`config.mk`:
```
export PLATFORM = sky130hd
export DESIGN_NAME = sssw_words
export DESIGN_NICKNAME = d
export VERILOG_FILES = /design/src/rtl/sssw_pkg.sv /design/src/rtl/sssw_words.sv
export SDC_FILE = /design/constraint.sdc
export NUM_CORES = 1
export LEC_CHECK = 0
export ABC_AREA = 1
export BUFFER_PORTS_ARGS = -buffer_cell sky130_fd_sc_hd__buf_2
export CAP_MARGIN = 20
export CELL_PAD_IN_SITES_DETAIL_PLACEMENT = 1
export CELL_PAD_IN_SITES_GLOBAL_PLACEMENT = 1
export CORE_UTILIZATION = 44
export CTS_CLUSTER_DIAMETER = 100
export DETAILED_ROUTE_END_ITERATION = 16
export PLACE_DENSITY = 0.87
export SYNTH_ARGS = -nofsm -noshare
export SYNTH_HDL_FRONTEND = slang
export SYNTH_SLANG_ARGS = --single-unit
export TNS_END_PERCENT = 10
```
`constraint.sdc`:
```
create_clock -name core_clk -period 1.81 [get_ports core_clk]
set_input_delay 0.0905 -clock core_clk [delete_from_list [all_inputs] [get_ports core_clk]]
set_output_delay 0.0905 -clock core_clk [all_outputs]
set_load 0.01 [all_outputs]
```
`src/rtl/sssw_pkg.sv`:
```
// Purpose: constants shared by the supply supervisor serial word logic
// Assumes: core clock of 25 MHz
// Notes:   bit positions refer to the 16-bit control and diagnosis words and the 17-bit synchronised pin vector
package sssw_pkg;
	localparam int WORD_W = 16;
	localparam int CNT_W  = 5;
	localparam int NTRK   = 6;
	localparam int SETTLE_W = 16;
	// ------------------------------------------------------------
	// Control word fields
	// ------------------------------------------------------------
	localparam int C_DIS_A   = 0;
	localparam int C_TRK_LO  = 2;
	localparam int C_DIS_B   = 9;
	localparam int C_RST_A   = 10;
	localparam int C_RST_B   = 11;
	localparam int C_WIN_LO  = 12;
	localparam int C_WIN_HI  = 13;
	localparam int C_DIS_C   = 14;
	localparam int C_KICK    = 15;
	localparam logic [15:0] CTRL_RESET = 16'h4DFD;
	// ------------------------------------------------------------
	// Diagnosis word fields
	// ------------------------------------------------------------
	localparam int S_ERR     = 0;
	localparam int S_TEMP    = 1;
	localparam int S_TRK_LO  = 2;
	localparam int S_WARM1   = 8;
	localparam int S_WARM2   = 9;
	localparam int S_PHASE   = 10;
	localparam int S_RAIL_LO = 11;
	localparam int S_DOG     = 14;
	localparam int S_BUCK    = 15;
	// ------------------------------------------------------------
	// Synchronised pin vector layout
	// ------------------------------------------------------------
	localparam int P_CS = 0;
	localparam int P_SCLK = 1;
	localparam int P_MOSI = 2;
	localparam int P_TEMP = 3;
	localparam int P_TRK_LO = 4;
	localparam int P_RAIL_LO = 10;
	localparam int P_BUCK = 13;
	localparam int P_WARM1 = 14;
	localparam int P_WARM2 = 15;
	localparam int P_COLD = 16;
	localparam int PIN_W = 17;
	localparam logic [16:0] PIN_RESET = 17'h023F1;
	// ------------------------------------------------------------
	// Times
	// ------------------------------------------------------------
	localparam int CLK_MHZ = 25;
	localparam int SETTLE_TIME_US = 1000;
	localparam int SETTLE_CYCLES_DEF = SETTLE_TIME_US * CLK_MHZ;
	localparam logic [6:0] HOLD_MS_00 = 7'd64;
	localparam logic [6:0] HOLD_MS_10 = 7'd32;
	localparam logic [6:0] HOLD_MS_01 = 7'd16;
	localparam logic [6:0] HOLD_MS_11 = 7'd8;
	localparam logic [7:0] WIN_MS_00 = 8'd128;
	localparam logic [7:0] WIN_MS_10 = 8'd64;
	localparam logic [7:0] WIN_MS_01 = 8'd32;
	localparam logic [7:0] WIN_MS_11 = 8'd16;
endpackage

```
`src/rtl/sssw_words.sv`:
```
// Purpose: serial control and diagnosis words of a multi-rail supply supervisor
// Assumes: host clock well below core_clk/4; sclk idles low, data taken on rising sclk
// Notes:   all pins but windowPhase and dogFault sampled through two flip-flops; watchdog counters live outside
// Overview of operation
// - Bits 10 and 11 pick the reset hold time 64/32/16/8 ms, default 11, kept over warm start.
// - Bits 12 and 13 pick open and closed window length 128/64/32/16 ms, default 00.
// - The watchdog runs only when bits 0, 9, 14 read 0, 1, 0; default 101 keeps it off.
// - Bit 15 of a written word is the watchdog trigger, default 0.
// - Diagnosis bit 0 is a latched summary error flag resetting to 0.
// - Diagnosis bit 1 shows the overtemperature prewarning live, default 0.
// - Diagnosis bits 2 to 7 show tracker settled status live, default 1.
// - Diagnosis bits 8 and 9 are latched warm start flags of rails 1 and 2, default 1.
// - Diagnosis bit 10 shows the watchdog phase live, 1 in the closed window.
// - Diagnosis bits 11 to 13 show rail reset conditions live, default 0.
// - Bit 14 is a latched watchdog fault, default 0, and bit 15 shows the buck converter live, default 1.
// - Error pin low and summary bit set on prewarning, watchdog fault, cold start or a tracker not settled in 1 ms.
// - Both start flags clear after every completed transfer.
// - A trigger is recognised at chip select rising of a full word when bit 15 was 1 and bits 0, 9, 14 of that word read 0, 1, 0.
// - Words shift LSB first while select is low, status out at once, new word taken and data out released at select rising.
// - The error pin is active low.
`timescale 1ns/1ps
`default_nettype none
module sssw_words
	import sssw_pkg::*;
#(
	parameter int SETTLE_CYCLES = sssw_pkg::SETTLE_CYCLES_DEF
) (
	// Clock and reset
	input  wire logic                          core_clk,
	input  wire logic                          rst_n,
	// Serial pins
	input  wire logic                          csN,
	input  wire logic                          sclk,
	input  wire logic                          mosi,
	output logic                               misoOut,
	output logic                               misoOe,
	// Analog status inputs
	input  wire logic                          tempWarn,
	input  wire logic [sssw_pkg::NTRK-1:0]     followerSettled,
	input  wire logic [2:0]                    railResetActive,
	input  wire logic                          buckOn,
	input  wire logic                          warmStart1,
	input  wire logic                          warmStart2,
	input  wire logic                          rail1Cold,
	// Watchdog engine, same clock
	input  wire logic                          windowPhase,
	input  wire logic                          dogFault,
	// Control outputs
	output logic [sssw_pkg::WORD_W-1:0]        controlWord,
	output logic [6:0]                         resetHoldMs,
	output logic [7:0]                         windowMs,
	output logic                               dogEnable,
	output logic                               dogKick,
	output logic                               errN
);
	import sssw_pkg::*;

	// Elaboration-time refusal of a settle count the counter cannot hold
	if (SETTLE_CYCLES < 1 || SETTLE_CYCLES >= (1 << SETTLE_W)) begin
		$error("SETTLE_CYCLES out of range");
	end

	localparam logic [SETTLE_W-1:0] SETTLE_LIM = SETTLE_W'(SETTLE_CYCLES - 1);
	localparam logic [CNT_W-1:0]    FULL_CNT   = CNT_W'(WORD_W);

	typedef struct packed {
		logic [PIN_W-1:0]                meta;
		logic [PIN_W-1:0]                pins;
		logic                            sclkPrev;
		logic                            csPrev;
		logic [WORD_W-1:0]               rx;
		logic [WORD_W-1:0]               tx;
		logic [WORD_W-1:0]               snap;
		logic [CNT_W-1:0]                bitCnt;
		logic [WORD_W-1:0]               ctrl;
		logic                            errLat;
		logic                            warm1Lat;
		logic                            warm2Lat;
		logic                            dogLat;
		logic [NTRK-1:0][SETTLE_W-1:0]   settleCnt;
		logic [NTRK-1:0]                 trkFail;
		logic                            miso;
		logic                            misoEn;
		logic [6:0]                      holdMs;
		logic [7:0]                      winMs;
		logic                            dogEn;
		logic                            kick;
		logic                            errOutN;
	} sssw_state_s;

	sssw_state_s st_q;
	sssw_state_s st_d;

	// ------------------------------------------------------------
	// Field decoders
	// ------------------------------------------------------------
	function automatic logic [6:0] holdDecode(input logic [WORD_W-1:0] w);
		case ({w[C_RST_A], w[C_RST_B]})
			2'b00: holdDecode = HOLD_MS_00;
			2'b10: holdDecode = HOLD_MS_10;
			2'b01: holdDecode = HOLD_MS_01;
			default: holdDecode = HOLD_MS_11;
		endcase
	endfunction

	function automatic logic [7:0] winDecode(input logic [WORD_W-1:0] w);
		case ({w[C_WIN_LO], w[C_WIN_HI]})
			2'b00: winDecode = WIN_MS_00;
			2'b10: winDecode = WIN_MS_10;
			2'b01: winDecode = WIN_MS_01;
			default: winDecode = WIN_MS_11;
		endcase
	endfunction

	function automatic logic enDecode(input logic [WORD_W-1:0] w);
		enDecode = !w[C_DIS_A] && w[C_DIS_B] && !w[C_DIS_C];
	endfunction

	// ------------------------------------------------------------
	// Next state
	// ------------------------------------------------------------
	always_comb begin
		logic              csFall;
		logic              csRise;
		logic              sclkRise;
		logic              sclkFall;
		logic              done;
		logic              errCause;
		logic [WORD_W-1:0] status;
		logic [WORD_W-1:0] newCtrl;
		csFall   = 1'b0;
		csRise   = 1'b0;
		sclkRise = 1'b0;
		sclkFall = 1'b0;
		done     = 1'b0;
		errCause = 1'b0;
		status   = '0;
		newCtrl  = '0;
		st_d = st_q;
		st_d.meta = {rail1Cold, warmStart2, warmStart1, buckOn, railResetActive,
			followerSettled, tempWarn, mosi, sclk, csN};
		st_d.pins = st_q.meta;
		st_d.sclkPrev = st_q.pins[P_SCLK];
		st_d.csPrev = st_q.pins[P_CS];
		csFall   = st_q.csPrev && !st_q.pins[P_CS];
		csRise   = !st_q.csPrev && st_q.pins[P_CS];
		sclkRise = !st_q.pins[P_CS] && !st_q.sclkPrev && st_q.pins[P_SCLK];
		sclkFall = !st_q.pins[P_CS] && st_q.sclkPrev && !st_q.pins[P_SCLK];
		done     = csRise && (st_q.bitCnt == FULL_CNT);

		// Tracker settle supervision: only switched-on trackers are timed
		for (int i = 0; i < NTRK; i++) begin
			if (!st_q.ctrl[C_TRK_LO + i] || st_q.pins[P_TRK_LO + i]) begin
				st_d.settleCnt[i] = '0;
				st_d.trkFail[i] = 1'b0;
			end else if (st_q.settleCnt[i] == SETTLE_LIM) begin
				st_d.trkFail[i] = 1'b1;
			end else begin
				st_d.settleCnt[i] = st_q.settleCnt[i] + 1'b1;
			end
		end

		// Fault latch first, so the summary can clear in the same commit as the fault
		st_d.dogLat = (st_q.dogLat && !(done && st_q.snap[S_DOG])) || dogFault;
		errCause = st_q.pins[P_TEMP] || st_d.dogLat
			|| !st_q.warm1Lat || !st_q.warm2Lat || (|st_q.trkFail);

		status[S_ERR]  = st_q.errLat;
		status[S_TEMP] = st_q.pins[P_TEMP];
		status[S_TRK_LO +: NTRK] = st_q.pins[P_TRK_LO +: NTRK];
		status[S_WARM1] = st_q.warm1Lat;
		status[S_WARM2] = st_q.warm2Lat;
		status[S_PHASE] = windowPhase;
		status[S_RAIL_LO +: 3] = st_q.pins[P_RAIL_LO +: 3];
		status[S_DOG]  = st_q.dogLat;
		status[S_BUCK] = st_q.pins[P_BUCK];

		// Latched flags: a pending cause always wins over a clear
		st_d.errLat = (st_q.errLat && !(done && st_q.snap[S_ERR])) || errCause;
		st_d.warm1Lat = (st_q.warm1Lat && !done) || st_q.pins[P_WARM1];
		st_d.warm2Lat = (st_q.warm2Lat && !done) || st_q.pins[P_WARM2];
		st_d.errOutN = !st_d.errLat;

		// ------------------------------------------------------------
		// Shifter
		// ------------------------------------------------------------
		st_d.kick = 1'b0;
		if (csFall) begin
			st_d.snap   = status;
			st_d.tx     = status;
			st_d.miso   = status[0];
			st_d.misoEn = 1'b1;
			st_d.bitCnt = '0;
		end else if (sclkRise) begin
			st_d.rx = {st_q.pins[P_MOSI], st_q.rx[WORD_W-1:1]};
			if (st_q.bitCnt != FULL_CNT)
				st_d.bitCnt = st_q.bitCnt + 1'b1;
		end else if (sclkFall) begin
			// Daisy chain: the word shifted in reappears after our own status
			st_d.tx   = {st_q.pins[P_MOSI], st_q.tx[WORD_W-1:1]};
			st_d.miso = st_q.tx[1];
		end
		if (csRise) begin
			st_d.misoEn = 1'b0;
			st_d.miso   = 1'b0;
		end
		newCtrl = st_q.ctrl;
		if (done) begin
			newCtrl = st_q.rx;
			st_d.kick = st_q.rx[C_KICK] && enDecode(st_q.rx);
		end
		// A cold first rail restores defaults; otherwise the settings survive
		if (st_q.pins[P_COLD])
			newCtrl = CTRL_RESET;
		st_d.ctrl   = newCtrl;
		st_d.holdMs = holdDecode(newCtrl);
		st_d.winMs  = winDecode(newCtrl);
		st_d.dogEn  = enDecode(newCtrl);
	end

	// ------------------------------------------------------------
	// State register
	// ------------------------------------------------------------
	always_ff @(posedge core_clk) begin
		if (!rst_n) begin
			st_q <= '0;
			st_q.meta <= PIN_RESET;
			st_q.pins <= PIN_RESET;
			st_q.sclkPrev <= 1'b0;
			st_q.csPrev <= 1'b1;
			st_q.ctrl <= CTRL_RESET;
			st_q.holdMs <= HOLD_MS_11;
			st_q.winMs <= WIN_MS_00;
			st_q.warm1Lat <= 1'b1;
			st_q.warm2Lat <= 1'b1;
			st_q.errOutN <= 1'b1;
		end else begin
			st_q <= st_d;
		end
	end

	assign misoOut     = st_q.miso;
	assign misoOe      = st_q.misoEn;
	assign controlWord = st_q.ctrl;
	assign resetHoldMs = st_q.holdMs;
	assign windowMs    = st_q.winMs;
	assign dogEnable   = st_q.dogEn;
	assign dogKick     = st_q.kick;
	assign errN        = st_q.errOutN;
endmodule
`default_nettype wire

```
==> flow_metrics.env <==
export IMPL_outcome="finished, final reports clean"
export IMPL_design_area_um2=10800
export IMPL_yosys_register_bits=209
export IMPL_number_of_antenna_violations_at_the_first_check_in_global_routing=0
export IMPL_fmax_mhz=600
export IMPL_worst_path_buf_inv=3
export IMPL_first_global_vias=9304
export IMPL_antennaDiodeCount=0
export IMPL_slew_headroom_pct=65.0
export IMPL_critical_path_required_ns=2.27
export IMPL_ys_seq_area_share_pct=44.7
export IMPL_layout_core_utilization_pct=52.7
export IMPL_cts_tree="yes"
export IMPL_hold_violations_final=0
export IMPL_routed_wirelength_um=26400
export IMPL_rr_worst_depth=9
export IMPL_drive_above_1_share_pct=10.4
export IMPL_grt_total_usage_pct=24.7
export IMPL_worstSetupStartpoint="st_q[142]$_SDFFE_PP0P_"
export IMPL_reg2reg_slack_ns=0.14
export IMPL_commonest_cells_after_routing_fill_and_taps_aside="305 x nand2_1, 209 x dfxtp_1, 184 x nor2_1, 173 x inv_1, 106 x nand3_1"
export IMPL_num_fill_cells=2666
export IMPL_postPlaceCellArea_um2=9790
export IMPL_critPathLaunchType="flop"
export IMPL_postSynthCellCount=1333
export IMPL_internal_power_mw=7.91
export IMPL_synthesis_area_per_instance_um2=7.02
export IMPL_final_seq_area_um2=4180
export IMPL_period_minus_slack_ns=1.67
export IMPL_clk_root_buffer_cell="clkbuf_16"
export IMPL_cts_htree_levels=1
export IMPL_max_slew_worst_pin_slew_ns=0.522
export IMPL_routed_via_density=5.19
export IMPL_place_detailed_instances=1628
export IMPL_cts_buffers=23
export IMPL_max_cap_violations=0
export IMPL_timing_final_crit_share_pct=92.1
export IMPL_grt_ovfl_total=0
export IMPL_floorplan_initialDensity_pct=45.5
export IMPL_yosys_top_cell_by_area="dfxtp_1"
export IMPL_clk_pin_slew_ns=0.06
export IMPL_drtAntennaViolNets=0
export IMPL_finalWeightedCongestion=0.881
export IMPL_final_net_count=1431
export IMPL_layout_cells_most_common="nand2_1"
export IMPL_overall_die_area_um2=21900
export IMPL_crit_slowest_cell="dfxtp_1"
export IMPL_cp_depth=9
export IMPL_worst_reg2reg_path_startpoint="st_q[142]$_SDFFE_PP0P_"
export IMPL_grt_max_degree=21
export IMPL_placement_io_buffers=49
export IMPL_fin_total_pwr_mw=10.2
export IMPL_power_switching_mw=2.28
export IMPL_post_synth_main_area_contributors="dfxtp_1 45%, nand2_1 12%, nor2_1 7.4%"
export IMPL_grt_setup_unrepaired="false"
export IMPL_crit_reg2reg_capture="dogEnable$_SDFF_PN0_"
export IMPL_multi_input_comb_area_um2=4190
export IMPL_worstPathCellList="inv_1 > ha_1 > nand2_1 > inv_1 > nand3_4 > buf_4 > a21oi_1 > o21ai_1 > nor2_1"
export IMPL_pwr_share_clk_pct=51.0
export IMPL_synth_largest_type_area_fraction_pct=44.7
export IMPL_timing_critical_path_max_delay_family="buffers and inverters"
export IMPL_boundaryPins=57
export IMPL_total_leakage_power_nw=4.05
export IMPL_comb_power_share_pct=2.9
export IMPL_kind_of_capture_point_of_the_worst_setup_path="flop"
export IMPL_cp_endpoint="dogEnable$_SDFF_PN0_"
export IMPL_critPathMaxFanout=11
export IMPL_dr_first_iter_drc_count=363
export IMPL_drc=0
export IMPL_first_pass_iters=5
export IMPL_synth_warnings=0
export IMPL_critical_path_arrival_ns=2.13
export IMPL_die_height_um=148
export IMPL_dp_final_hpwl_um=17700
export IMPL_worstHoldPathType="in -> reg"
export IMPL_switching_share_pct=22.4
export IMPL_cts_sink_count=209
export IMPL_clock_tree_buffer_depth=3
export IMPL_critical_path_top_cell_by_count="inv_1"
export IMPL_pd_cells_nw_per_um2=941
export IMPL_drt_wl_cell_um=15.6
export IMPL_slowest_delay_ns=0.35
export IMPL_max_vdd_ir_drop_uv=746
export IMPL_finalClockSkew_ns=0.00861
export IMPL_post_cts_setup_buffer_count=0
export IMPL_clk_insertion_delay_late_ns=0.53
export IMPL_floorplan_die_width_um=148
export IMPL_report_final_slew_viol_count=0
export IMPL_report_final_setup_viol=0
export IMPL_synth_distinct_cells=33
export IMPL_grt_pass1_wl_um=44200
export IMPL_area_growth_synth_to_final_pct=15.8
export IMPL_design_core_area_um2=20600
export IMPL_seq_power_share_pct=46.0
export IMPL_finalSetupTns_ns=0
export IMPL_num_vias=8771
export IMPL_number_of_rows_created_at_floorplan=52
export IMPL_post_synth_instance_area_um2=9360
export IMPL_finish_cell_count_without_fillers=1689
export IMPL_crit_type="reg -> reg"
cell usage after synthesis:
| master | instances |
|---|---|
| a21oi_1 | 94 |
| a31oi_1 | 8 |
| and2_1 | 1 |
| buf_2 | 8 |
| buf_4 | 33 |
| buf_6 | 1 |
| clkbuf_1 | 11 |
| clkinv_1 | 1 |
| conb_1 | 1 |
| dfxtp_1 | 209 |
| ha_1 | 8 |
| inv_1 | 173 |
| inv_2 | 6 |
| nand2_1 | 305 |
| nand2_4 | 1 |
| nand3_1 | 106 |
| nand3_4 | 1 |
| nand3b_1 | 2 |
| nand4_1 | 44 |
| nor2_1 | 184 |
| nor2_2 | 3 |
| nor2_4 | 3 |
| nor2b_1 | 1 |
| nor3_1 | 39 |
| nor3_2 | 4 |
| nor3b_1 | 1 |
| o211a_1 | 3 |
| o211ai_1 | 3 |
| o21ai_0 | 38 |
| o21ai_1 | 6 |
| or2_2 | 16 |
| xnor2_1 | 8 |
| xor2_1 | 11 |
sequential cells by signal (all words and copies together), names as in the netlist:
name / count
dogEnable: 1
st_q: 161
windowMs: 4
resetHoldMs: 4
errN: 1
st_d: 19
misoOe: 1
dogKick: 1
misoOut: 1
controlWord: 16
power groups by stage:
stage	Clock, mW	Combinational (mW)	Sequential, mW
3_5_place_dp	0	0.255	4.79
4_1_cts	5.27	0.299	4.69
5_1_grt	5.47	0.330	4.69
3_3_place_gp	0	0.244	4.79
6_report	5.20	0.300	4.69
2_1_floorplan	0	0.170	4.78
what timing repair did:
action	CTS	global route
endpoints found under the hold margin	21	0
hold buffers	19	0
setup endpoints to repair	0	2
gates resized for setup	0	2
routing by layer:
layer	global-route usage, %	vias up	routed length (um)
li1	-	4362	-
met1	28.6	4233	11400
met2	46.1	124	13600
met3	3.27	52	714
met4	8.61	0	723
met5	0	-	0
worst register-to-register path, stage by stage (launching register included):
cell and delay, ns:
dfxtp_1 0.35, inv_1 0.12, ha_1 0.16, nand2_1 0.05, inv_1 0.21, nand3_4 0.16
buf_4 0.22, a21oi_1 0.12, o21ai_1 0.09, nor2_1 0.12
cell families after synthesis:
group / share of synthesized area [%]
AND/OR/NAND/NOR: 33.1
buffers and inverters: 10.9
flip-flops: 44.7
AO/OA/AOI/OAI: 8.48
XOR/XNOR: 1.78
adder cells (fa/ha/maj): 1.07
other: 0.0401
final cells by class:
| cell class | instances | area share, % |
|---|---|---|
| Clock inverter | 17 | 2.28 |
| Tap cell | 270 | 3.12 |
| Multi-Input combinational cell | 897 | 38.6 |
| Timing Repair Buffer | 91 | 5.61 |
| Inverter | 180 | 6.26 |
| Clock buffer | 25 | 5.47 |
| Sequential cell | 209 | 38.6 |
per-stage QoR:
stage | hold slack (ns) | worst slack, ns
floorplan | 0.188 | 0.428
global placement | 0.271 | 0.296
detailed placement | 0.278 | 0.201
CTS | 0.0683 | 0.127
global route | 0.0867 | 0.0282
finish | 0.0921 | 0.143
worst min-delay path by stage:
stage | cells past startpoint | slack (ns) | to | startpoint
floorplan | 2 | 0.19 | st_d[198]$_SDFF_PN0_ | sclk
global placement | 3 | 0.27 | st_d[199]$_SDFF_PN0_ | mosi
detailed placement | 3 | 0.28 | st_d[200]$_SDFF_PN0_ | tempWarn
CTS | 3 | 0.07 | errN$_SDFF_PN1_ | rst_n
global route | 3 | 0.09 | st_q[195]$_SDFF_PN1_ | rst_n
finish | 3 | 0.09 | errN$_SDFF_PN1_ | rst_n
No activity file was read; power rests on OpenSTA's default activity.
